==> src/rtl/adcr_pkg.sv <==
// Shared constants and types for the two-wire converter readout control block.
package adcr_pkg;

  // ----------------------------------------------------------------------------
  // Clocking and timing
  // ----------------------------------------------------------------------------
  localparam longint SYS_CLK_HZ = 250_000_000;
  localparam longint NS_PER_S = 1_000_000_000;
  localparam longint US_PER_S = 1_000_000;
  // Modulator sample clock is the system clock divided by this ratio.
  localparam int MOD_DIV = 64;
  // Result rates in hundredths of a sample per second.
  localparam longint RATE_FAST_CSPS = 12000;
  localparam longint RATE_SLOW_CSPS = 1375;
  localparam int DECIM_FAST = int'((SYS_CLK_HZ * 100) / (MOD_DIV * RATE_FAST_CSPS));
  localparam int DECIM_SLOW = int'((SYS_CLK_HZ * 100) / (MOD_DIV * RATE_SLOW_CSPS));
  // Calibration time is the calibrate-plus-convert time less one conversion.
  localparam longint CAL_CNV_TIME_US = 208300;
  localparam longint CONV_TIME_US = 8600;
  localparam int CAL_CYCLES = int'(((CAL_CNV_TIME_US - CONV_TIME_US) * SYS_CLK_HZ) / US_PER_S);
  // Serial clock held high this long after ready puts the device to sleep.
  localparam longint SLEEP_HOLD_US = 100;
  localparam int SLEEP_CYCLES = int'((SLEEP_HOLD_US * SYS_CLK_HZ) / US_PER_S);
  // Supply monitor flags shorter than this are treated as glitches.
  localparam longint GLITCH_NS = 1000;
  localparam int GLITCH_CYCLES = int'((GLITCH_NS * SYS_CLK_HZ + NS_PER_S - 1) / NS_PER_S);

  // ----------------------------------------------------------------------------
  // Result framing
  // ----------------------------------------------------------------------------
  localparam int RESULT_W = 18;
  localparam int PCNT_W = 5;
  localparam logic [PCNT_W-1:0] PULSE_LAST_BIT = 5'h12;
  localparam logic [PCNT_W-1:0] PULSE_IDLE = 5'h19;
  localparam logic [PCNT_W-1:0] PULSE_CAL = 5'h1A;
  localparam logic [RESULT_W-1:0] RESULT_MAX = 18'h1_FFFF;

  // Readout and sleep sequencer states.
  typedef enum logic [2:0] {
    ST_WAIT,
    ST_READY,
    ST_SHIFT,
    ST_SLEEP,
    ST_CAL
  } adcr_state_type;

endpackage : adcr_pkg

==> src/rtl/adcr_readout.sv <==
// Conversion sequencer, decimation filter and two-wire readout of the converter.
// ------------------------------------------------------------------------------
// ------------------------------------------------------------------------------
`timescale 1ns/1ps
module adcr_readout
  import adcr_pkg::*;
#(
  parameter bit FAST_VARIANT = 1'b1,
  parameter int DECIM = FAST_VARIANT ? DECIM_FAST : DECIM_SLOW,
  parameter int CAL_CYC = CAL_CYCLES,
  parameter int SLEEP_CYC = SLEEP_CYCLES
) (
  // Clock and reset
  input wire logic clk,
  input wire logic rst_b,
  // Supply monitors, high while a supply is below its threshold
  input wire logic dvdd_low,
  input wire logic avdd_low,
  // Clock source selection
  input wire logic ext_clk_seen,
  output logic osc_en,
  // Modulator side
  output logic mod_clk,
  input wire logic mod_bit,
  output logic cal_busy,
  // Host link
  input wire logic sclk,
  output logic rdy_dout
);

  localparam int LOG_D = $clog2(DECIM);
  localparam int ACC_W = 4 * LOG_D + 2;
  localparam int SHIFT = 4 * LOG_D - (RESULT_W - 1);
  localparam int DIV_W = $clog2(MOD_DIV);

  // ----------------------------------------------------------------------------
  // Elaboration checks
  // ----------------------------------------------------------------------------
  if (DECIM < 4 || SHIFT < 0 || CAL_CYC < 1 || SLEEP_CYC < 1) begin : g_bad_param
    $error("adcr_readout: decimation, calibration or sleep count out of range.");
  end

  adcr_state_type state_ff;
  logic [2:0] sclk_sync_ff;
  logic sclk_rise;
  logic sclk_fall;
  logic [PCNT_W-1:0] pulse_cnt_ff;
  logic [31:0] timer_ff;
  logic [RESULT_W-1:0] shreg_ff;
  logic cal_after_wake_ff;
  logic single_ff;
  logic [$clog2(GLITCH_CYCLES+1)-1:0] glitch_cnt_ff;
  logic por_event;
  logic [DIV_W-1:0] div_ff;
  logic mod_tick;
  logic filt_run;
  logic [31:0] dec_cnt_ff;
  logic signed [ACC_W-1:0] integ_ff [4];
  logic signed [ACC_W-1:0] comb_dly_ff [4];
  logic signed [ACC_W-1:0] comb_out [5];
  logic res_valid_ff;
  logic [RESULT_W-1:0] res_ff;
  logic buf_in_ready;
  logic buf_out_valid;
  logic buf_out_ready;
  logic [RESULT_W-1:0] buf_out_data;
  logic dec_done;
  logic shreg_full_ff;
  logic have_result;

  // ----------------------------------------------------------------------------
  // Serial clock synchroniser and edge detection
  // ----------------------------------------------------------------------------
  // Only the second and third stages feed the edge detector.
  always_ff @(posedge clk or negedge rst_b) begin
    if (!rst_b) begin
      sclk_sync_ff <= 3'h0;
    end else begin
      sclk_sync_ff <= {sclk_sync_ff[1:0], sclk};
    end
  end
  assign sclk_rise = sclk_sync_ff[1] && !sclk_sync_ff[2];
  assign sclk_fall = !sclk_sync_ff[1] && sclk_sync_ff[2];

  // ----------------------------------------------------------------------------
  // Supply monitor glitch filter
  // ----------------------------------------------------------------------------
  // A low-supply flag must persist before it counts as a power-on reset.
  always_ff @(posedge clk or negedge rst_b) begin
    if (!rst_b) begin
      glitch_cnt_ff <= '0;
    end else if (!(dvdd_low || avdd_low)) begin
      glitch_cnt_ff <= '0;
    end else if (glitch_cnt_ff != GLITCH_CYCLES[$bits(glitch_cnt_ff)-1:0]) begin
      glitch_cnt_ff <= glitch_cnt_ff + 1'b1;
    end
  end
  assign por_event = (glitch_cnt_ff == GLITCH_CYCLES[$bits(glitch_cnt_ff)-1:0]);

  // ----------------------------------------------------------------------------
  // Oscillator control and modulator clock divider
  // ----------------------------------------------------------------------------
  always_ff @(posedge clk or negedge rst_b) begin
    if (!rst_b) begin
      osc_en <= 1'b1;
    end else begin
      osc_en <= !ext_clk_seen;
    end
  end

  // The modulator clock stops in sleep to save power; it keeps running during calibration.
  always_ff @(posedge clk or negedge rst_b) begin
    if (!rst_b) begin
      div_ff <= '0;
      mod_clk <= 1'b0;
    end else if (state_ff == ST_SLEEP) begin
      div_ff <= '0;
      mod_clk <= 1'b0;
    end else begin
      div_ff <= div_ff + 1'b1;
      mod_clk <= div_ff[DIV_W-1];
    end
  end
  assign mod_tick = (div_ff == '1);
  assign filt_run = (state_ff != ST_SLEEP) && (state_ff != ST_CAL);

  // ----------------------------------------------------------------------------
  // Fourth-order comb decimation filter
  // ----------------------------------------------------------------------------
  assign dec_done = mod_tick && (dec_cnt_ff == 32'(DECIM - 1));

  always_ff @(posedge clk or negedge rst_b) begin
    if (!rst_b) begin
      dec_cnt_ff <= '0;
    end else if (!filt_run) begin
      dec_cnt_ff <= '0;
    end else if (mod_tick) begin
      dec_cnt_ff <= dec_done ? '0 : dec_cnt_ff + 1'b1;
    end
  end

  // Integrators run at the modulator rate; the input bit maps to plus or minus one.
  // Single-cycle operation clears the history after each result so every result is fresh.
  assign comb_out[0] = integ_ff[3];
  for (genvar i = 0; i < 4; i++) begin : g_stage
    always_ff @(posedge clk or negedge rst_b) begin
      if (!rst_b) begin
        integ_ff[i] <= '0;
        comb_dly_ff[i] <= '0;
      end else if (!filt_run || (dec_done && single_ff)) begin
        integ_ff[i] <= '0;
        comb_dly_ff[i] <= '0;
      end else if (mod_tick) begin
        if (i == 0) begin
          integ_ff[i] <= integ_ff[i] + (mod_bit ? ACC_W'(1) : -ACC_W'(1));
        end else begin
          integ_ff[i] <= integ_ff[i] + integ_ff[i-1];
        end
        if (dec_done) begin
          comb_dly_ff[i] <= comb_out[i];
        end
      end
    end
    assign comb_out[i+1] = comb_out[i] - comb_dly_ff[i];
  end

  // Scale to 18 bits and clip the single positive full-scale code.
  always_ff @(posedge clk or negedge rst_b) begin
    if (!rst_b) begin
      res_valid_ff <= 1'b0;
      res_ff <= '0;
    end else if (dec_done && filt_run) begin
      res_valid_ff <= 1'b1;
      if ((comb_out[4] >>> SHIFT) > $signed({1'b0, RESULT_MAX})) begin
        res_ff <= RESULT_MAX;
      end else begin
        res_ff <= RESULT_W'(comb_out[4] >>> SHIFT);
      end
    end else if (buf_in_ready) begin
      res_valid_ff <= 1'b0;
    end
  end

  // ----------------------------------------------------------------------------
  // Result buffer
  // ----------------------------------------------------------------------------
  adcr_buf2 #(
    .W(RESULT_W)
  ) u_buf (
    .clk(clk),
    .rst_b(rst_b),
    .in_valid(res_valid_ff),
    .in_ready(buf_in_ready),
    .in_data(res_ff),
    .out_valid(buf_out_valid),
    .out_ready(buf_out_ready),
    .out_data(buf_out_data)
  );
  // The shifter accepts a word only while no frame is being shifted.
  assign buf_out_ready = (state_ff == ST_WAIT) || (state_ff == ST_READY);

  // ----------------------------------------------------------------------------
  // Readout, sleep and calibration sequencer
  // ----------------------------------------------------------------------------
  always_ff @(posedge clk or negedge rst_b) begin
    if (!rst_b) begin
      state_ff <= ST_CAL;
      timer_ff <= '0;
      pulse_cnt_ff <= '0;
      cal_after_wake_ff <= 1'b0;
      single_ff <= 1'b0;
    end else if (por_event) begin
      state_ff <= ST_CAL;
      timer_ff <= '0;
      pulse_cnt_ff <= '0;
      cal_after_wake_ff <= 1'b0;
    end else begin
      unique case (state_ff)
        ST_WAIT: begin
          // After the 25th pulse a long high is the sleep-with-calibration request.
          timer_ff <= (sclk_sync_ff[2] && pulse_cnt_ff == PULSE_IDLE) ? timer_ff + 1'b1 : '0;
          if (pulse_cnt_ff == PULSE_IDLE && sclk_sync_ff[2] && timer_ff == 32'(SLEEP_CYC - 1)) begin
            state_ff <= ST_SLEEP;
            single_ff <= 1'b1;
            cal_after_wake_ff <= 1'b1;
          end else if (sclk_fall) begin
            pulse_cnt_ff <= '0;
            if (pulse_cnt_ff + 1'b1 == PULSE_CAL) begin
              state_ff <= ST_CAL;
              timer_ff <= '0;
            end else if (have_result) begin
              state_ff <= ST_READY;
            end
          end else if (dec_done && !sclk_sync_ff[2]) begin
            // A fresh result while the clock idles low ends the chance of a 26th pulse.
            pulse_cnt_ff <= '0;
          end
        end
        ST_READY, ST_SHIFT: begin
          timer_ff <= sclk_sync_ff[2] ? timer_ff + 1'b1 : '0;
          if (sclk_sync_ff[2] && timer_ff == 32'(SLEEP_CYC - 1)) begin
            state_ff <= ST_SLEEP;
            single_ff <= 1'b1;
            cal_after_wake_ff <= 1'b0;
          end else if (sclk_fall) begin
            pulse_cnt_ff <= pulse_cnt_ff + 1'b1;
            state_ff <= ST_SHIFT;
            if (pulse_cnt_ff + 1'b1 == PULSE_IDLE) begin
              // The 25th pulse ends the frame; a 26th is then taken in the wait state.
              state_ff <= ST_WAIT;
              single_ff <= 1'b0;
            end
          end
        end
        ST_SLEEP: begin
          timer_ff <= '0;
          pulse_cnt_ff <= '0;
          if (!sclk_sync_ff[2]) begin
            state_ff <= cal_after_wake_ff ? ST_CAL : ST_WAIT;
            cal_after_wake_ff <= 1'b0;
          end
        end
        ST_CAL: begin
          pulse_cnt_ff <= '0;
          timer_ff <= timer_ff + 1'b1;
          if (timer_ff == 32'(CAL_CYC - 1)) begin
            state_ff <= ST_WAIT;
            timer_ff <= '0;
          end
        end
      endcase
    end
  end

  // Leaving the ready phase early means the frame was abandoned; the shifter reloads.
  always_ff @(posedge clk or negedge rst_b) begin
    if (!rst_b) begin
      shreg_ff <= '0;
    end else if (buf_out_valid && buf_out_ready) begin
      shreg_ff <= buf_out_data;
    end
  end

  // The shifter holds an unsent word until its frame starts or calibration or sleep clears it, so ready is never lost to a drained buffer.
  always_ff @(posedge clk or negedge rst_b) begin
    if (!rst_b) begin
      shreg_full_ff <= 1'b0;
    end else if (state_ff == ST_SHIFT || state_ff == ST_CAL || state_ff == ST_SLEEP) begin
      shreg_full_ff <= 1'b0;
    end else if (buf_out_valid && buf_out_ready) begin
      shreg_full_ff <= 1'b1;
    end
  end
  assign have_result = shreg_full_ff || buf_out_valid;

  // ----------------------------------------------------------------------------
  // Output line
  // ----------------------------------------------------------------------------
  // The line only moves on a falling serial edge, except sleep and calibration force it high.
  always_ff @(posedge clk or negedge rst_b) begin
    if (!rst_b) begin
      rdy_dout <= 1'b1;
    end else if (state_ff == ST_SLEEP || state_ff == ST_CAL) begin
      rdy_dout <= 1'b1;
    end else if (state_ff == ST_WAIT && have_result && sclk_fall && pulse_cnt_ff != PULSE_IDLE) begin
      rdy_dout <= 1'b0;
    end else if (state_ff != ST_WAIT && sclk_fall) begin
      if (pulse_cnt_ff < PULSE_LAST_BIT) begin
        rdy_dout <= shreg_ff[RESULT_W - 1 - int'(pulse_cnt_ff)];
      end else if (pulse_cnt_ff + 1'b1 == PULSE_IDLE) begin
        rdy_dout <= 1'b1;
      end
    end
  end

  always_ff @(posedge clk or negedge rst_b) begin
    if (!rst_b) begin
      cal_busy <= 1'b1;
    end else begin
      cal_busy <= (state_ff == ST_CAL);
    end
  end

endmodule : adcr_readout

==> src/rtl/adcr_buf2.sv <==
// Two-entry valid/ready buffer between the decimator and the output shifter.
`timescale 1ns/1ps
module adcr_buf2 #(
  parameter int W = 18
) (
  // Clock and reset
  input wire logic clk,
  input wire logic rst_b,
  // Filling side
  input wire logic in_valid,
  output logic in_ready,
  input wire logic [W-1:0] in_data,
  // Draining side
  output logic out_valid,
  input wire logic out_ready,
  output logic [W-1:0] out_data
);

  logic [W-1:0] mem_ff [2];
  logic rd_ptr_ff;
  logic wr_ptr_ff;
  logic [1:0] count_ff;
  logic push;
  logic pop;

  // Handshakes happen only when both sides agree.
  assign push = in_valid && in_ready;
  assign pop = out_valid && out_ready;

  // Occupancy and pointers; full refuses the writer so no word is lost.
  always_ff @(posedge clk or negedge rst_b) begin
    if (!rst_b) begin
      count_ff <= 2'h0;
      rd_ptr_ff <= 1'b0;
      wr_ptr_ff <= 1'b0;
    end else begin
      count_ff <= count_ff + {1'b0, push} - {1'b0, pop};
      if (push) begin
        wr_ptr_ff <= ~wr_ptr_ff;
      end
      if (pop) begin
        rd_ptr_ff <= ~rd_ptr_ff;
      end
    end
  end

  // Storage has no reset; the count guards against reading stale words.
  always_ff @(posedge clk) begin
    if (push) begin
      mem_ff[wr_ptr_ff] <= in_data;
    end
  end

  assign in_ready = (count_ff != 2'h2);
  assign out_valid = (count_ff != 2'h0);
  assign out_data = mem_ff[rd_ptr_ff];

endmodule : adcr_buf2

==> config.mk <==
export PLATFORM = sky130hd
export DESIGN_NAME = adcr_readout
export DESIGN_NICKNAME = d
export VERILOG_FILES = /design/src/rtl/adcr_pkg.sv /design/src/rtl/adcr_readout.sv /design/src/rtl/adcr_buf2.sv
export SDC_FILE = /design/constraint.sdc
export NUM_CORES = 2
export LEC_CHECK = 0
export BUFFER_PORTS_ARGS = -buffer_cell sky130_fd_sc_hd__buf_2
export CORE_MARGIN = 8
export CORE_UTILIZATION = 35
export CTS_BUF_LIST = sky130_fd_sc_hd__clkbuf_16
export CTS_CLUSTER_SIZE = 10
export DETAILED_ROUTE_END_ITERATION = 8
export PLACE_DENSITY_LB_ADDON = 0.3
export SLEW_MARGIN = 20
export SYNTH_ARGS = -nofsm -noshare
export SYNTH_HDL_FRONTEND = slang
export SYNTH_SLANG_ARGS = --single-unit
==> constraint.sdc <==
create_clock -name clk -period 12.9 [get_ports clk]
set_input_delay 1.29 -clock clk [delete_from_list [all_inputs] [get_ports clk]]
set_output_delay 1.29 -clock clk [all_outputs]
set_load 0.05 [all_outputs]
==> run metrics <==
status=finished, final reports clean; GRT Resource Usage Total=0.165; Final Instance Area=between 50000 and 60000 um^2; Worst R2R Path Depth=40; fin. max-slew vios=0; Post-CTS Setup Inserts=0; Vias/cell=approximately 5.3; fmax=slightly below 0.09 GHz; R2R setup slack=1630 ps; worst slew pin tran=between 1000 and 1500 ps; # setup viols final=0; die area=~160000 um^2; drt wl/cell=16.9 um; initial antenna violation count=1; Vias=around 42000; maximum vdd drop=155 uV; WHS=~400 ps; hold_sp=sclk_sync_ff[0]; core area=between 100000 and 150000 um^2; first-pass GRT wire length=around 220000 um; Mapped Cells=6005; nets@finish=roughly 6400; Routed WL=133000 um; clk root buf=clkbuf_16; Lkg Pwr=between 20 and 30 nW; Routed Antenna Nets=0; RSZ-0062 raised after global routing=false; Syn Area/Cell=between 8 and 9 um^2; DRT iter0 DRCs=between 2000 and 2500; Final Hold Fails=0; diode count=0; startpoint types=flop; critical path type=flop to flop; clk_skew=about 41 ps; crit share post-route=0.874; placed instance area=about 53000 um^2; IO buf count=10; ys flop type=dfrtp_1; Clk Latency, worst-skew pair=700 ps; CP peak stage delay=between 700 and 800 ps; Req. time, crit path=between 10000 and 15000 ps; CTS Buffer Depth=3; CTS H-tree lvls=3; Distinct cells, synth=101; FF-to-FF Start=comb_out[248]; fin crit period=about 11000 ps; setup TNS=0 ps; largest net degree at the start of global routing=just over 200; total CTS buffers=83; CTS tree=built; WP data arrival=between 10000 and 15000 ps; Pre-Repair DR Iteration Count=5; worst-path maximum fanout=11; Rel. slew slack=0.249; placer congestion estimate=0.898; Async SR Flop Fraction=0.946; die height=between 300 and 400 um; register area share after synthesis=0.334; max-cap violations=0; Die X-Extent=396 um; row cnt=between 100 and 150; crit path capture type=flop; #FFs+latches synth=approximately 670; post-DP HPWL=around 98000 um; clock sinks=669; post-synth net total=between 6000 and 7000; Synth warnings=0; critical path's slowest cell=nor4b_1; Hold Path Class=flop to flop; Hold Path Cell Cnt=0; PostCTS Resize Cnt=0; Post-Syn Area=between 50000 and 60000 um^2; total global routing overflow=0; synthesis-to-layout area growth=8.71%; number of remaining DRC errors=0; Clock transition at path regs=60 ps; vias in the first global route=around 41000; io pins=11; EDFF count, synth=36; layout cells sized above 1=0.0374; Hold Path End=sclk_sync_ff[1]; pwr dens=about 110 nW/um^2; Post-CTS Hold Fix Bufs=0; r2r endpoint=res_ff[5]; Initial Util=0.353
stage by stage:
stage               power, W  std cells   util  setup slack, ps
finish               0.00608       7863  0.383             1630
floorplan            0.00351       6005      -             3770
CTS                  0.00617       7862  0.383             1300
detailed placement   0.00395       7722  0.366             1370
global route         0.00644       7863  0.383              965
global placement     0.00394       7722  0.366             1580
worst max-delay path by stage:
stage	startpoint	end	slack (ps)	depth (start not counted)
floorplan	comb_out[250]	res_ff[10]	3770	39
global placement	comb_out[248]	res_ff[4]	1580	39
detailed placement	comb_out[248]	res_ff[5]	1370	39
CTS	comb_out[248]	res_ff[5]	1300	39
global route	comb_out[248]	res_ff[6]	960	47
finish	comb_out[248]	res_ff[5]	1630	40
sequential cells by signal (all words and copies together), names as in the netlist, 2 cells and up:
signal and cells:
comb_dly_ff 248, integ_ff 186, comb_out 62, u_buf.mem_ff 36
dec_cnt_ff 32, timer_ff 32, res_ff 18, shreg_ff 18
glitch_cnt_ff 8, div_ff 6, pulse_cnt_ff 5, sclk_sync_ff 3
state_ff 3, u_buf.count_ff 2
kinds of logic (layout without fill, tap and decap cells):
kind of cell / Yosys count / after routing / synth area share
adder cells (fa/ha/maj): 505 / 505 / 0.126
buffers and inverters: 591 / 546 / 0.0442
XOR/XNOR: 476 / 476 / 0.0827
AND/OR/NAND/NOR: 1725 / 1725 / 0.157
AO/OA/AOI/OAI: 2012 / 2012 / 0.250
flip-flops: 669 / 669 / 0.334
multiplexers: 27 / 27 / 0.00635
cell type report:
cell class / instances / area [um^2]
clock inverter: 57 / 415
tap: 1903 / 2380
clock buffer: 83 / 2080
sequential: 669 / 16900
fill: 14622 / 88600
inverter: 364 / 1370
multi-input combinational: 4745 / 31600
timing repair buffer: 42 / 350
critical path: cells and delay by family (launching register included):
kind	cells	cell delay [ps]
buffers and inverters	2	390
AND/OR/NAND/NOR	8	2150
AO/OA/AOI/OAI	22	6090
flip-flops	1	380
XOR/XNOR	3	650
adder cells (fa/ha/maj)	5	1490
layer usage:
layer | GRT usage | up-vias | wire length [um]
li1 | - | 21268 | -
met1 | 0.214 | 19979 | 61700
met2 | 0.282 | 595 | 62600
met3 | 0.0211 | 210 | 3710
met4 | 0.0553 | 0 | 4600
met5 | 0 | - | 0
power breakdown:
| part | internal [W] | leakage (nW) | switching (W) |
|---|---|---|---|
| combinational | 0.000516 | 16.6 | 0.00104 |
| clock | 0.00121 | 1.32 | 0.000958 |
| sequential | 0.00222 | 9.02 | 0.000133 |
| total | 0.00395 | 26.9 | 0.00213 |
Yosys cell counts (15+ instances only):
| cell | instances | area (um^2) |
|---|---|---|
| nand2_1 | 736 | 2760 |
| o21ai_0 | 648 | 3240 |
| dfrtp_1 | 629 | 15700 |
| ha_1 | 498 | 6230 |
| a21oi_1 | 484 | 2420 |
| inv_1 | 364 | 1370 |
| nor2_1 | 358 | 1340 |
| a21o_1 | 340 | 2550 |
| xnor2_1 | 241 | 2110 |
| xor2_1 | 233 | 2040 |
| clkbuf_1 | 207 | 777 |
| nand3_1 | 128 | 641 |
| nand4_1 | 83 | 519 |
| o21bai_1 | 76 | 571 |
| nand2b_1 | 67 | 419 |
| and3_1 | 66 | 413 |
| nor2b_1 | 65 | 407 |
| o21a_1 | 61 | 458 |
| nor3_1 | 57 | 285 |
| a22o_1 | 56 | 490 |
| a31oi_1 | 49 | 307 |
| o31ai_1 | 39 | 293 |
| or3_1 | 39 | 244 |
| a211oi_1 | 36 | 270 |
| edfxtp_1 | 36 | 1080 |
| nor4_1 | 32 | 200 |
| o211ai_1 | 24 | 180 |
| mux2i_1 | 22 | 220 |
| or2_2 | 19 | 119 |
| a32o_1 | 17 | 170 |
| and2_1 | 16 | 100 |
| and4_1 | 15 | 131 |
cells in the final DEF, fill, tap and decap left out, types with 16 or more instances in the layout:
| cell type | netlist | layout |
|---|---|---|
| and3_1 | 66 | 66 |
| clkbuf_16 | 0 | 83 |
| nor3_1 | 57 | 56 |
| inv_1 | 364 | 394 |
| nor4_1 | 32 | 31 |
| a211oi_1 | 36 | 36 |
| edfxtp_1 | 36 | 36 |
| buf_4 | 0 | 28 |
| mux2i_1 | 22 | 22 |
| ha_1 | 498 | 498 |
| o21ai_0 | 648 | 648 |
| o21a_1 | 61 | 61 |
| and2_1 | 16 | 16 |
| a31oi_1 | 49 | 49 |
| nand4_1 | 83 | 83 |
| o211ai_1 | 24 | 24 |
| a32o_1 | 17 | 17 |
| a21oi_1 | 484 | 484 |
| nor2b_1 | 65 | 64 |
| o21bai_1 | 76 | 76 |
| xnor2_1 | 241 | 241 |
| dfrtp_1 | 629 | 629 |
| a21o_1 | 340 | 340 |
| or3_1 | 39 | 39 |
| o31ai_1 | 39 | 39 |
| or2_2 | 19 | 18 |
| nand3_1 | 128 | 128 |
| a22o_1 | 56 | 56 |
| nand2_1 | 736 | 736 |
| nor2_1 | 358 | 355 |
| xor2_1 | 233 | 233 |
| nand2b_1 | 67 | 66 |
Note: power is estimated with default switching activity, not from simulation.
